--- src/verilog/slsp_pkg.sv ---
// ***************************************************************
// streaming source port shared constants and types
// ***************************************************************
package slsp_pkg;

  // clock rate and reset sequence timing
  localparam int unsigned CLK_MHZ        = 100;
  localparam int unsigned RESET_SEQ_NS   = 1000;
  // least time, so round up to whole cycles
  localparam int unsigned RESET_SEQ_CYC  =
    (RESET_SEQ_NS * CLK_MHZ + 999) / 1000;

  // lane and side-band geometry
  localparam int unsigned LANE_BITS      = 64;
  localparam int unsigned TAG_W          = 8;
  localparam int unsigned ERR_W          = 4;

  // register byte addresses
  localparam logic [7:0]  ADR_CTRL       = 8'h00;
  localparam logic [7:0]  ADR_GAP        = 8'h04;
  localparam logic [7:0]  ADR_DRAIN      = 8'h08;
  localparam logic [7:0]  ADR_STATUS     = 8'h0C;

  // control register bit positions
  localparam int unsigned CTRL_ADV       = 0;
  localparam int unsigned CTRL_BURST     = 1;
  localparam int unsigned CTRL_ECC       = 2;
  localparam int unsigned CTRL_CRC       = 3;
  localparam int unsigned CTRL_W         = 4;

  // error vector bit positions
  localparam int unsigned ERR_OVF        = 0;
  localparam int unsigned ERR_SEU_FIX    = 1;
  localparam int unsigned ERR_SEU_BAD    = 2;
  localparam int unsigned ERR_GAP        = 3;

  // status register field positions
  localparam int unsigned STAT_LINK      = 0;
  localparam int unsigned STAT_CLR       = 1;
  localparam int unsigned STAT_CNT_LSB   = 8;
  localparam int unsigned STAT_ERR_LSB   = 16;

  // values after reset
  localparam logic [3:0]  CTRL_RST       = 4'h2;
  localparam logic [7:0]  GAP_RST        = 8'h02;
  localparam logic [7:0]  DRAIN_RST      = 8'h01;

  // reset sequencer states
  typedef enum logic [2:0] {
    RS_HOLD = 3'b001,
    RS_INIT = 3'b010,
    RS_RUN  = 3'b100
  } slsp_rst_e;

  // classic wishbone request and answer
  typedef struct packed {
    logic        cyc;
    logic        stb;
    logic        we;
    logic [7:0]  adr;
    logic [3:0]  sel;
    logic [31:0] dat;
  } slsp_wb_req_s;

  typedef struct packed {
    logic        ack;
    logic [31:0] dat;
  } slsp_wb_rsp_s;

  // side-band qualifiers of one user beat
  typedef struct packed {
    logic             valid;
    logic             first;
    logic             last;
    logic [TAG_W-1:0] tag;
  } slsp_beat_s;

  // side-band of one word sent towards the lanes
  typedef struct packed {
    logic             valid;
    logic             first;
    logic             last;
    logic [TAG_W-1:0] tag;
    logic             crc_bad;
  } slsp_tx_s;

endpackage

--- src/verilog/slsp_store.sv ---
`timescale 1ns/1ns
// ***************************************************************
// adaptation buffer storage, registered read port
// ***************************************************************
module slsp_store #(
  parameter int unsigned W     = 16,
  parameter int unsigned DEPTH = 16,
  parameter int unsigned AW    = 4
) (
  input  wire logic          clk,
  input  wire logic          wr_en,
  input  wire logic [AW-1:0] wr_addr,
  input  wire logic [W-1:0]  wr_data,
  input  wire logic          rd_en,
  input  wire logic [AW-1:0] rd_addr,
  output logic      [W-1:0]  rd_data
);

  logic [W-1:0] mem [DEPTH];

  // no reset on the array: contents are only read after being written
  always_ff @(posedge clk) begin
    if (wr_en) begin
      mem[wr_addr] <= wr_data;
    end
    if (rd_en) begin
      rd_data <= mem[rd_addr];
    end
  end

endmodule // slsp_store

--- src/verilog/slsp_source_port.sv ---
// Design decisions made here: the Wishbone interface to the registers and the address map.
`timescale 1ns/1ns
module slsp_source_port #(
  parameter int unsigned LANES      = 1,
  parameter int unsigned FIFO_DEPTH = 16,
  parameter int unsigned AW         = $clog2(FIFO_DEPTH)
) (
  input  wire logic                           clk,
  input  wire logic                           rst,
  input  wire logic                           mgmt_clr,
  input  wire logic                           beat_clk_in,
  output logic                                beat_clk_out,
  output logic                                beat_clk_oe,
  input  wire logic                           if_clear_in,
  output logic                                if_clear_out,
  output logic                                if_clear_oe,
  output logic                                link_ready,
  input  wire logic [LANES*64-1:0]            data_in,
  input  wire slsp_pkg::slsp_beat_s           beat_ctl,
  input  wire logic                           crc_force,
  output logic      [slsp_pkg::ERR_W-1:0]     err_vec,
  output logic      [LANES*64-1:0]            tx_data,
  output slsp_pkg::slsp_tx_s                  tx_ctl,
  input  wire slsp_pkg::slsp_wb_req_s         wb_req,
  output slsp_pkg::slsp_wb_rsp_s              wb_rsp
);

  localparam int unsigned DW = LANES * slsp_pkg::LANE_BITS;
  localparam int unsigned EW = DW + 2 + slsp_pkg::TAG_W;
  localparam int unsigned MW = 2 * (EW + 1);
  localparam int unsigned TW = slsp_pkg::TAG_W;
  localparam logic [AW:0] FULL_CNT = (AW+1)'(FIFO_DEPTH);
  localparam logic [15:0] SEQ_LAST =
    16'(slsp_pkg::RESET_SEQ_CYC - 1);

  // ***************************************************************
  // state
  // ***************************************************************
  typedef struct packed {
    logic [slsp_pkg::CTRL_W-1:0] ctrl;
    logic [7:0]                  gap;
    logic [7:0]                  drain;
    logic                        ack;
    logic [31:0]                 rdat;
    slsp_pkg::slsp_rst_e         rs;
    logic [15:0]                 rs_cnt;
    logic                        clr_out;
    logic [2:0]                  bclk_sy;
    logic                        bclk_lvl;
    logic [2:0]                  clr_sy;
    logic                        clr_lvl;
    logic [AW-1:0]               wa;
    logic [AW-1:0]               ra;
    logic [AW:0]                 cnt;
    logic [7:0]                  tick;
    logic                        rd_pend;
    logic                        gap_run;
    logic [7:0]                  gap_cnt;
    logic [TW-1:0]               tag_first;
    logic [TW-1:0]               tag_last;
    logic                        crc_pend;
    logic [slsp_pkg::ERR_W-1:0]  err_pend;
    logic [slsp_pkg::ERR_W-1:0]  err;
    logic [DW-1:0]               tx_data;
    slsp_pkg::slsp_tx_s          tx;
  } slsp_state_s;

  slsp_state_s s_reg;
  slsp_state_s s_next;
  logic        arst;
  logic        pll_div_reg;
  logic        adv;
  logic        beat_en;
  logic        clr_fifo;
  logic        wr_en;
  logic        rd_en;
  logic        full;
  logic [EW-1:0] wr_entry;
  logic [MW-1:0] mem_rd;
  logic [slsp_pkg::ERR_W-1:0] ev;

  // even parity good when the stored word plus its bit has no odd ones
  function automatic logic par_ok(input logic [EW:0] x);
    par_ok = ~(^x);
  endfunction

  // either clear takes the state registers down at once, without the clock
  assign arst = rst | mgmt_clr;

  // ***************************************************************
  // beat clock generation
  // ***************************************************************
  // the divider stands for the pll, so only the management clear resets it, not rst
  always_ff @(posedge clk or posedge mgmt_clr) begin
    if (mgmt_clr) begin
      pll_div_reg <= 1'b0;
    end else begin
      pll_div_reg <= ~pll_div_reg;
    end
  end

  assign adv          = s_reg.ctrl[slsp_pkg::CTRL_ADV];
  // the pin is only driven by us in standard mode
  assign beat_clk_out = pll_div_reg;
  assign beat_clk_oe  = ~adv;
  assign if_clear_out = s_reg.clr_out;
  assign if_clear_oe  = ~adv;
  // a beat is the rising edge of whichever clock owns the interface
  assign beat_en = adv ? (s_reg.bclk_sy[1] == s_reg.bclk_sy[2]
                          && s_reg.bclk_sy[2] && !s_reg.bclk_lvl)
                       : ~pll_div_reg;

  assign link_ready = s_reg.rs == slsp_pkg::RS_RUN
                      && !(adv && s_reg.clr_lvl);
  assign clr_fifo   = adv && s_reg.clr_lvl;
  assign full       = s_reg.cnt == FULL_CNT;
  assign rd_en      = s_reg.tick >= s_reg.drain && s_reg.cnt != '0
                      && !clr_fifo;
  assign wr_en      = beat_en && beat_ctl.valid && link_ready
                      && (!full || rd_en) && !clr_fifo;
  // tag only carries meaning on the delimiting beats
  assign wr_entry   = {beat_ctl.first, beat_ctl.last,
                       (beat_ctl.first || beat_ctl.last)
                         ? beat_ctl.tag : {TW{1'b0}},
                       data_in};

  // two parity-guarded copies let one bad copy be outvoted
  slsp_store #(
    .W     (MW),
    .DEPTH (FIFO_DEPTH),
    .AW    (AW)
  ) u_store (
    .clk     (clk),
    .wr_en   (wr_en),
    .wr_addr (s_reg.wa),
    .wr_data ({2{^wr_entry, wr_entry}}),
    .rd_en   (rd_en),
    .rd_addr (s_reg.ra),
    .rd_data (mem_rd)
  );

  // ***************************************************************
  // next state
  // ***************************************************************
  always_comb begin
    logic [EW:0]   ca;
    logic [EW:0]   cb;
    logic [EW-1:0] pick;
    logic          wb_go;
    ca    = mem_rd[MW-1 -: EW+1];
    cb    = mem_rd[EW:0];
    pick  = ca[EW-1:0];
    wb_go = wb_req.cyc && wb_req.stb;
    s_next = s_reg;
    ev = '0;

    // wishbone slave: answer one cycle after the strobe, any address
    s_next.ack = wb_go && !s_reg.ack;
    if (wb_go && !s_reg.ack) begin
      case (wb_req.adr)
        slsp_pkg::ADR_CTRL:   s_next.rdat = 32'(s_reg.ctrl);
        slsp_pkg::ADR_GAP:    s_next.rdat = 32'(s_reg.gap);
        slsp_pkg::ADR_DRAIN:  s_next.rdat = 32'(s_reg.drain);
        slsp_pkg::ADR_STATUS: begin
          s_next.rdat = '0;
          s_next.rdat[slsp_pkg::STAT_LINK] = link_ready;
          s_next.rdat[slsp_pkg::STAT_CLR]  = s_reg.clr_out;
          s_next.rdat[slsp_pkg::STAT_CNT_LSB +: AW+1] = s_reg.cnt;
          s_next.rdat[slsp_pkg::STAT_ERR_LSB +: slsp_pkg::ERR_W] =
            s_reg.err;
        end
        default:              s_next.rdat = '0;
      endcase
    end
    // the write lands on the edge where the master sees ack
    if (s_reg.ack && wb_req.we && wb_req.sel[0]) begin
      case (wb_req.adr)
        slsp_pkg::ADR_CTRL:  s_next.ctrl  =
          wb_req.dat[slsp_pkg::CTRL_W-1:0];
        slsp_pkg::ADR_GAP:   s_next.gap   = wb_req.dat[7:0];
        slsp_pkg::ADR_DRAIN: s_next.drain = wb_req.dat[7:0];
        default: begin
        end
      endcase
    end

    // reset sequencer holds the domain clear until the core settles
    case (s_reg.rs)
      slsp_pkg::RS_HOLD: begin
        s_next.rs     = slsp_pkg::RS_INIT;
        s_next.rs_cnt = '0;
      end
      slsp_pkg::RS_INIT: begin
        s_next.rs_cnt = s_reg.rs_cnt + 16'h0001;
        if (s_reg.rs_cnt >= SEQ_LAST) begin
          s_next.rs      = slsp_pkg::RS_RUN;
          s_next.clr_out = 1'b0;
        end
      end
      slsp_pkg::RS_RUN: begin
        s_next.clr_out = 1'b0;
      end
      default: begin
        s_next.rs      = slsp_pkg::RS_HOLD;
        s_next.clr_out = 1'b1;
      end
    endcase

    // pin synchronisers; a level counts once stages two and three agree
    s_next.bclk_sy = {s_reg.bclk_sy[1:0], beat_clk_in};
    s_next.clr_sy  = {s_reg.clr_sy[1:0], if_clear_in};
    if (s_reg.bclk_sy[1] == s_reg.bclk_sy[2]) begin
      s_next.bclk_lvl = s_reg.bclk_sy[2];
    end
    if (s_reg.clr_sy[1] == s_reg.clr_sy[2]) begin
      s_next.clr_lvl = s_reg.clr_sy[2];
    end

    // adaptation buffer pointers and fill count
    if (wr_en) begin
      s_next.wa = s_reg.wa + AW'(1);
    end
    if (rd_en) begin
      s_next.ra = s_reg.ra + AW'(1);
    end
    s_next.cnt = s_reg.cnt + (AW+1)'(wr_en) - (AW+1)'(rd_en);
    s_next.tick = rd_en ? 8'h00
                : (s_reg.tick == 8'hFF ? s_reg.tick
                                       : s_reg.tick + 8'h01);
    s_next.rd_pend = rd_en;
    if (clr_fifo) begin
      s_next.wa      = '0;
      s_next.ra      = '0;
      s_next.cnt     = '0;
      s_next.rd_pend = 1'b0;
    end
    // a beat that finds no room is dropped and reported
    if (beat_en && beat_ctl.valid && link_ready && full && !rd_en) begin
      ev[slsp_pkg::ERR_OVF] = 1'b1;
    end

    // delimiting beats capture the tag for the far end
    if (wr_en && beat_ctl.first) begin
      s_next.tag_first = beat_ctl.tag;
    end
    if (wr_en && beat_ctl.last) begin
      s_next.tag_last = beat_ctl.tag;
    end

    // gap check only means something between bursts in burst mode
    if (beat_en && link_ready && s_reg.ctrl[slsp_pkg::CTRL_BURST]) begin
      if (beat_ctl.valid && beat_ctl.first) begin
        if (s_reg.gap_run && s_reg.gap_cnt != s_reg.gap) begin
          ev[slsp_pkg::ERR_GAP] = 1'b1;
        end
        s_next.gap_run = 1'b0;
      end else if (s_reg.gap_run && s_reg.gap_cnt != 8'hFF) begin
        s_next.gap_cnt = s_reg.gap_cnt + 8'h01;
      end
      if (beat_ctl.valid && beat_ctl.last) begin
        s_next.gap_run = 1'b1;
        s_next.gap_cnt = 8'h00;
      end
    end

    // fault force waits for the next outgoing word
    if (beat_en && crc_force && s_reg.ctrl[slsp_pkg::CTRL_CRC]) begin
      s_next.crc_pend = 1'b1;
    end

    // read side: vote between copies, then present the word
    s_next.tx.valid = 1'b0;
    if (s_reg.rd_pend) begin
      if (s_reg.ctrl[slsp_pkg::CTRL_ECC] && (ca != cb || !par_ok(ca))) begin
        if (par_ok(ca)) begin
          ev[slsp_pkg::ERR_SEU_FIX] = 1'b1;
        end else if (par_ok(cb)) begin
          pick = cb[EW-1:0];
          ev[slsp_pkg::ERR_SEU_FIX] = 1'b1;
        end else begin
          ev[slsp_pkg::ERR_SEU_BAD] = 1'b1;
        end
      end
      s_next.tx_data    = pick[DW-1:0];
      s_next.tx.valid   = 1'b1;
      s_next.tx.first   = pick[EW-1];
      s_next.tx.last    = pick[EW-2];
      s_next.tx.tag     = pick[EW-3 -: TW];
      s_next.tx.crc_bad = s_reg.crc_pend || s_next.crc_pend;
      s_next.crc_pend   = 1'b0;
    end

    // events gather between beats and show for one whole beat;
    // a fresh event on a beat goes straight to the vector; the pending set still clears
    if (beat_en) begin
      s_next.err      = s_reg.err_pend | ev;
      s_next.err_pend = '0;
    end else begin
      s_next.err_pend = s_reg.err_pend | ev;
    end
  end

  // ***************************************************************
  // registers
  // ***************************************************************
  always_ff @(posedge clk or posedge arst) begin
    if (arst) begin
      s_reg         <= '0;
      s_reg.ctrl    <= slsp_pkg::CTRL_RST;
      s_reg.gap     <= slsp_pkg::GAP_RST;
      s_reg.drain   <= slsp_pkg::DRAIN_RST;
      s_reg.rs      <= slsp_pkg::RS_HOLD;
      s_reg.clr_out <= 1'b1;
    end else begin
      s_reg <= s_next;
    end
  end

  assign err_vec = s_reg.err;
  assign tx_data = s_reg.tx_data;
  assign tx_ctl  = s_reg.tx;
  assign wb_rsp  = '{ack: s_reg.ack, dat: s_reg.rdat};

  // copies seen by the upset check, same split as the read side
  logic [EW:0] ca_w;
  logic [EW:0] cb_w;
  assign ca_w = mem_rd[MW-1 -: EW+1];
  assign cb_w = mem_rd[EW:0];
endmodule // slsp_source_port

--- config.mk ---
export PLATFORM = sky130hd
export DESIGN_NAME = slsp_source_port
export DESIGN_NICKNAME = d
export VERILOG_FILES = /design/src/verilog/slsp_pkg.sv /design/src/verilog/slsp_store.sv /design/src/verilog/slsp_source_port.sv
export SDC_FILE = /design/constraint.sdc
export NUM_CORES = 2
export LEC_CHECK = 0
export BUFFER_PORTS_ARGS = -buffer_cell sky130_fd_sc_hd__buf_4
export CORE_ASPECT_RATIO = 1.4
export CORE_MARGIN = 2
export CORE_UTILIZATION = 24
export DETAILED_ROUTE_END_ITERATION = 8
export GPL_ROUTABILITY_DRIVEN = 0
export PLACE_DENSITY = 0.44
export SYNTH_ARGS = -nofsm -noshare
export SYNTH_HDL_FRONTEND = slang
export SYNTH_SLANG_ARGS = --single-unit
export TNS_END_PERCENT = 30
--- constraint.sdc ---
create_clock -name clk -period 15.95 [get_ports clk]
set_clock_uncertainty 0.2 [all_clocks]
set_input_delay 3.19 -clock clk [delete_from_list [all_inputs] [get_ports clk]]
set_output_delay 3.19 -clock clk [all_outputs]
set_load 0.02 [all_outputs]
==> flow_metrics.env <==
export IMPL_outcome="completed"
export IMPL_crit_start="beat_ctl[10]"
export IMPL_hold_buffers=0
export IMPL_power_total_uw=11740
export IMPL_hold_viol_final=0
export IMPL_vias=26010
export IMPL_finalMaxSlewViolations=0
export IMPL_cts_sinks=1458
export IMPL_overflow=0
export IMPL_final_cell_mix="1275 x edfxtp_1, 376 x mux4_2, 252 x buf_4"
export IMPL_die_h_um=582.3
export IMPL_synth_distinct_cells=61
export IMPL_p_per_area_nw_per_um2=175.4
export IMPL_final_nets=3013
export IMPL_placed_cells=5805
export IMPL_track_usage_pct=12.36
export IMPL_ctsResizeCount=0
export IMPL_antenna_found_initial=34
export IMPL_wl_mm=151.3
export IMPL_place_area_um2=61990
export IMPL_worst_pin_slew_ns=1.101
export IMPL_r2r_start="s_reg[124]$_DFFE_PP0P_"
export IMPL_drt_initial_drc_count=1690
export IMPL_worst_path_largest_cell_delay_ns=0.87
export IMPL_synthTopCellsByArea="edfxtp_1 67%, mux4_2 15%, dfrtp_1 7.8%"
export IMPL_grt_max_degree=85
export IMPL_finalCritPeriodShare_pct=37.16
export IMPL_met2_usage_pct=21.32
export IMPL_synth_ff_type="edfxtp_1"
export IMPL_synthCells=2657
export IMPL_dieArea_um2=242900
export IMPL_htreeDepth=4
export IMPL_grt_util_met3_pct=2.523
export IMPL_drive_above_1_share_pct=33.23
export IMPL_vdd_ir_drop_max_uv=227.1
export IMPL_critPathSlowestCell="buf_4"
export IMPL_yosysWarnings=0
export IMPL_synthToLayoutAreaGrowth_pct=16.75
export IMPL_viasPerCell=4.276
export IMPL_path_class="input port to register"
export IMPL_cp_top_family="buffers and inverters"
export IMPL_clk_pin_slew_worst_paths_ns=0.06
export IMPL_coreArea_um2=237900
export IMPL_path_buf_inv=4
export IMPL_relSlewSlack_pct=26.09
export IMPL_min_delay_path_depth=0
export IMPL_hold_path_class="register to register"
export IMPL_ff2ff_path_depth=5
export IMPL_yosysSeqAreaShare_pct=74.78
export IMPL_synthArstFlopShare_pct=12.55
export IMPL_grt_use_met1_pct=15.61
export IMPL_ys_ff_latch=1458
export IMPL_setup_tns_final_ns=0
export IMPL_start_util_pct=24.10
export IMPL_dp_hpwl_mm=82.61
export IMPL_top_usage_layer="met2"
export IMPL_drt_pass1_iter_count=5
export IMPL_worst_endpoint_required_ns=16.13
export IMPL_final_common_cell="edfxtp_1"
export IMPL_dieWidth_um=417.1
export IMPL_drc=0
export IMPL_hp_start="s_next[134]$_DFF_PP0_"
export IMPL_io_pins=246
export IMPL_path_common_cell="buf_4"
export IMPL_cts_path_max_buffers=4
export IMPL_rows=212
export IMPL_rsz0062_at_grt="no"
export IMPL_fmax_mhz=168.7
export IMPL_grt_pass1_vias=27980
export IMPL_r2r_slack_ns=11.12
export IMPL_postCtsSetupRepairBufs=0
export IMPL_period_minus_slack_ns=5.927
export IMPL_detail_route_antenna_nets=0
export IMPL_cp_arrival_ns=6.11
export IMPL_synth_area_um2=57330
export IMPL_yosysTopAreaCellShare_pct=66.78
export IMPL_largest_reg_flops=1200
export IMPL_grt_pass1_wl_mm=214.8
export IMPL_cts_made_buffers=156
export IMPL_hold_ws_ns=0.1514
export IMPL_setup_viol=0
export IMPL_cp_end_kind="register"
export IMPL_worstSetupStartpointType="input port"
export IMPL_synth_largest_area_cell="edfxtp_1"
export IMPL_stdcell_count=6082
export IMPL_cp_max_fo=40
export IMPL_clock_latency_ns=0.81
export IMPL_tritoncts="built"
export IMPL_maxCapViolCount=0
export IMPL_crit_chain="buf_4, nand3_1, nor2_2, inv_2, nor3_2, buf_4, buf_4"
export IMPL_avgSynthCellArea_um2=21.58
export IMPL_power_leakage_uw=0.02175
export IMPL_root_buffer="clkbuf_16"
export IMPL_port_buffers=203
export IMPL_wire_per_inst_um=24.87
export IMPL_holdPathEnd="s_next[135]$_DFF_PP0_"
export IMPL_reg2reg_to="u_store.rd_data[76]$_DFFE_PN_"
export IMPL_synth_edf_count=1275
export IMPL_fin_area_um2=66940
## final cells by class
type | count | area [um2]
Antenna cell | 3 | 7.507
Timing Repair Buffer | 253 | 1912
Fill cell | 23310 | 171000
Tap cell | 3103 | 3882
Clock buffer | 201 | 4299
Clock inverter | 73 | 639.4
Multi-Input combinational cell | 964 | 13210
Sequential cell | 1458 | 42890
Inverter | 27 | 101.3
## report_power, final
part           total [uW]  leakage [uW]  switching (uW)  internal (uW)
logic                3320       0.00551            1670           1650
clock network        3570       0.00242            1500           2060
registers            4850        0.0138             349           4500
## cell families after synthesis
family                     synth area share, %
AOI/OAI and AO/OA                        1.017
xor gates and xnor gates                 2.575
adders and majority gates               0.5761
buffers and inverters                    2.460
DFF                                      74.78
muxes                                    16.88
other                                 0.006541
and+or+nand+nor                          1.711
## worst register-to-register path: stages (launching register included)
cell and delay [ns]:
dfrtp_4 0.88, buf_12 0.55, buf_4 0.93, buf_4 0.84
mux4_2 0.61, mux4_2 0.55
## through the flow
stage	util, %	setup WS, ns
floorplan	-	1.740
global placement	26.05	9.218
detailed placement	26.05	9.157
CTS	28.13	9.980
global route	28.13	9.850
finish	28.13	10.02
## synth_stat cells, types with 3 or more instances
master and n:
a21o_1 6, clkbuf_1 64, a22oi_1 4, or3_1 4, nand4_1 7, ha_1 24
mux2_2 96, xor2_1 35, mux4_2 376, a22o_1 14, nand3b_1 3, dfstp_2 5
o31ai_1 9, o21ai_0 26, nand3_1 23, nor2_1 38, nor3_1 7, a31oi_1 4
nor4_1 7, buf_1 13, dfrtp_1 178, nor2b_1 15, and3_1 18, nand2b_1 3
a21oi_1 16, nand2_1 40, inv_1 26, xnor2_1 131, and2_1 4, buf_4 115
buf_2 29, mux2i_1 10, or4_1 3, edfxtp_1 1275
## how the worst max path moves through the flow
| stage | endpoint | slack (ns) | cells past startpoint |
|---|---|---|---|
| after floorplan | adv$_DFFE_PP0P_ | 1.74 | 1 |
| after global placement | u_store.mem[15][124]$_DFFE_PP_ | 9.22 | 7 |
| after detailed placement | u_store.mem[14][125]$_DFFE_PP_ | 9.16 | 7 |
| after CTS | u_store.mem[14][138]$_DFFE_PP_ | 9.98 | 7 |
| after global routing | u_store.mem[15][138]$_DFFE_PP_ | 9.85 | 7 |
| final | u_store.mem[15][138]$_DFFE_PP_ | 10.02 | 7 |
## metal layers
metal / share of wire, % / up-vias
met4: 2.5 / 32
met2: 50 / 537
met5: 0.13 / -
li1: - / 11090
met1: 42 / 14100
met3: 4.7 / 245
Note: power is estimated with default switching activity, not from simulation.
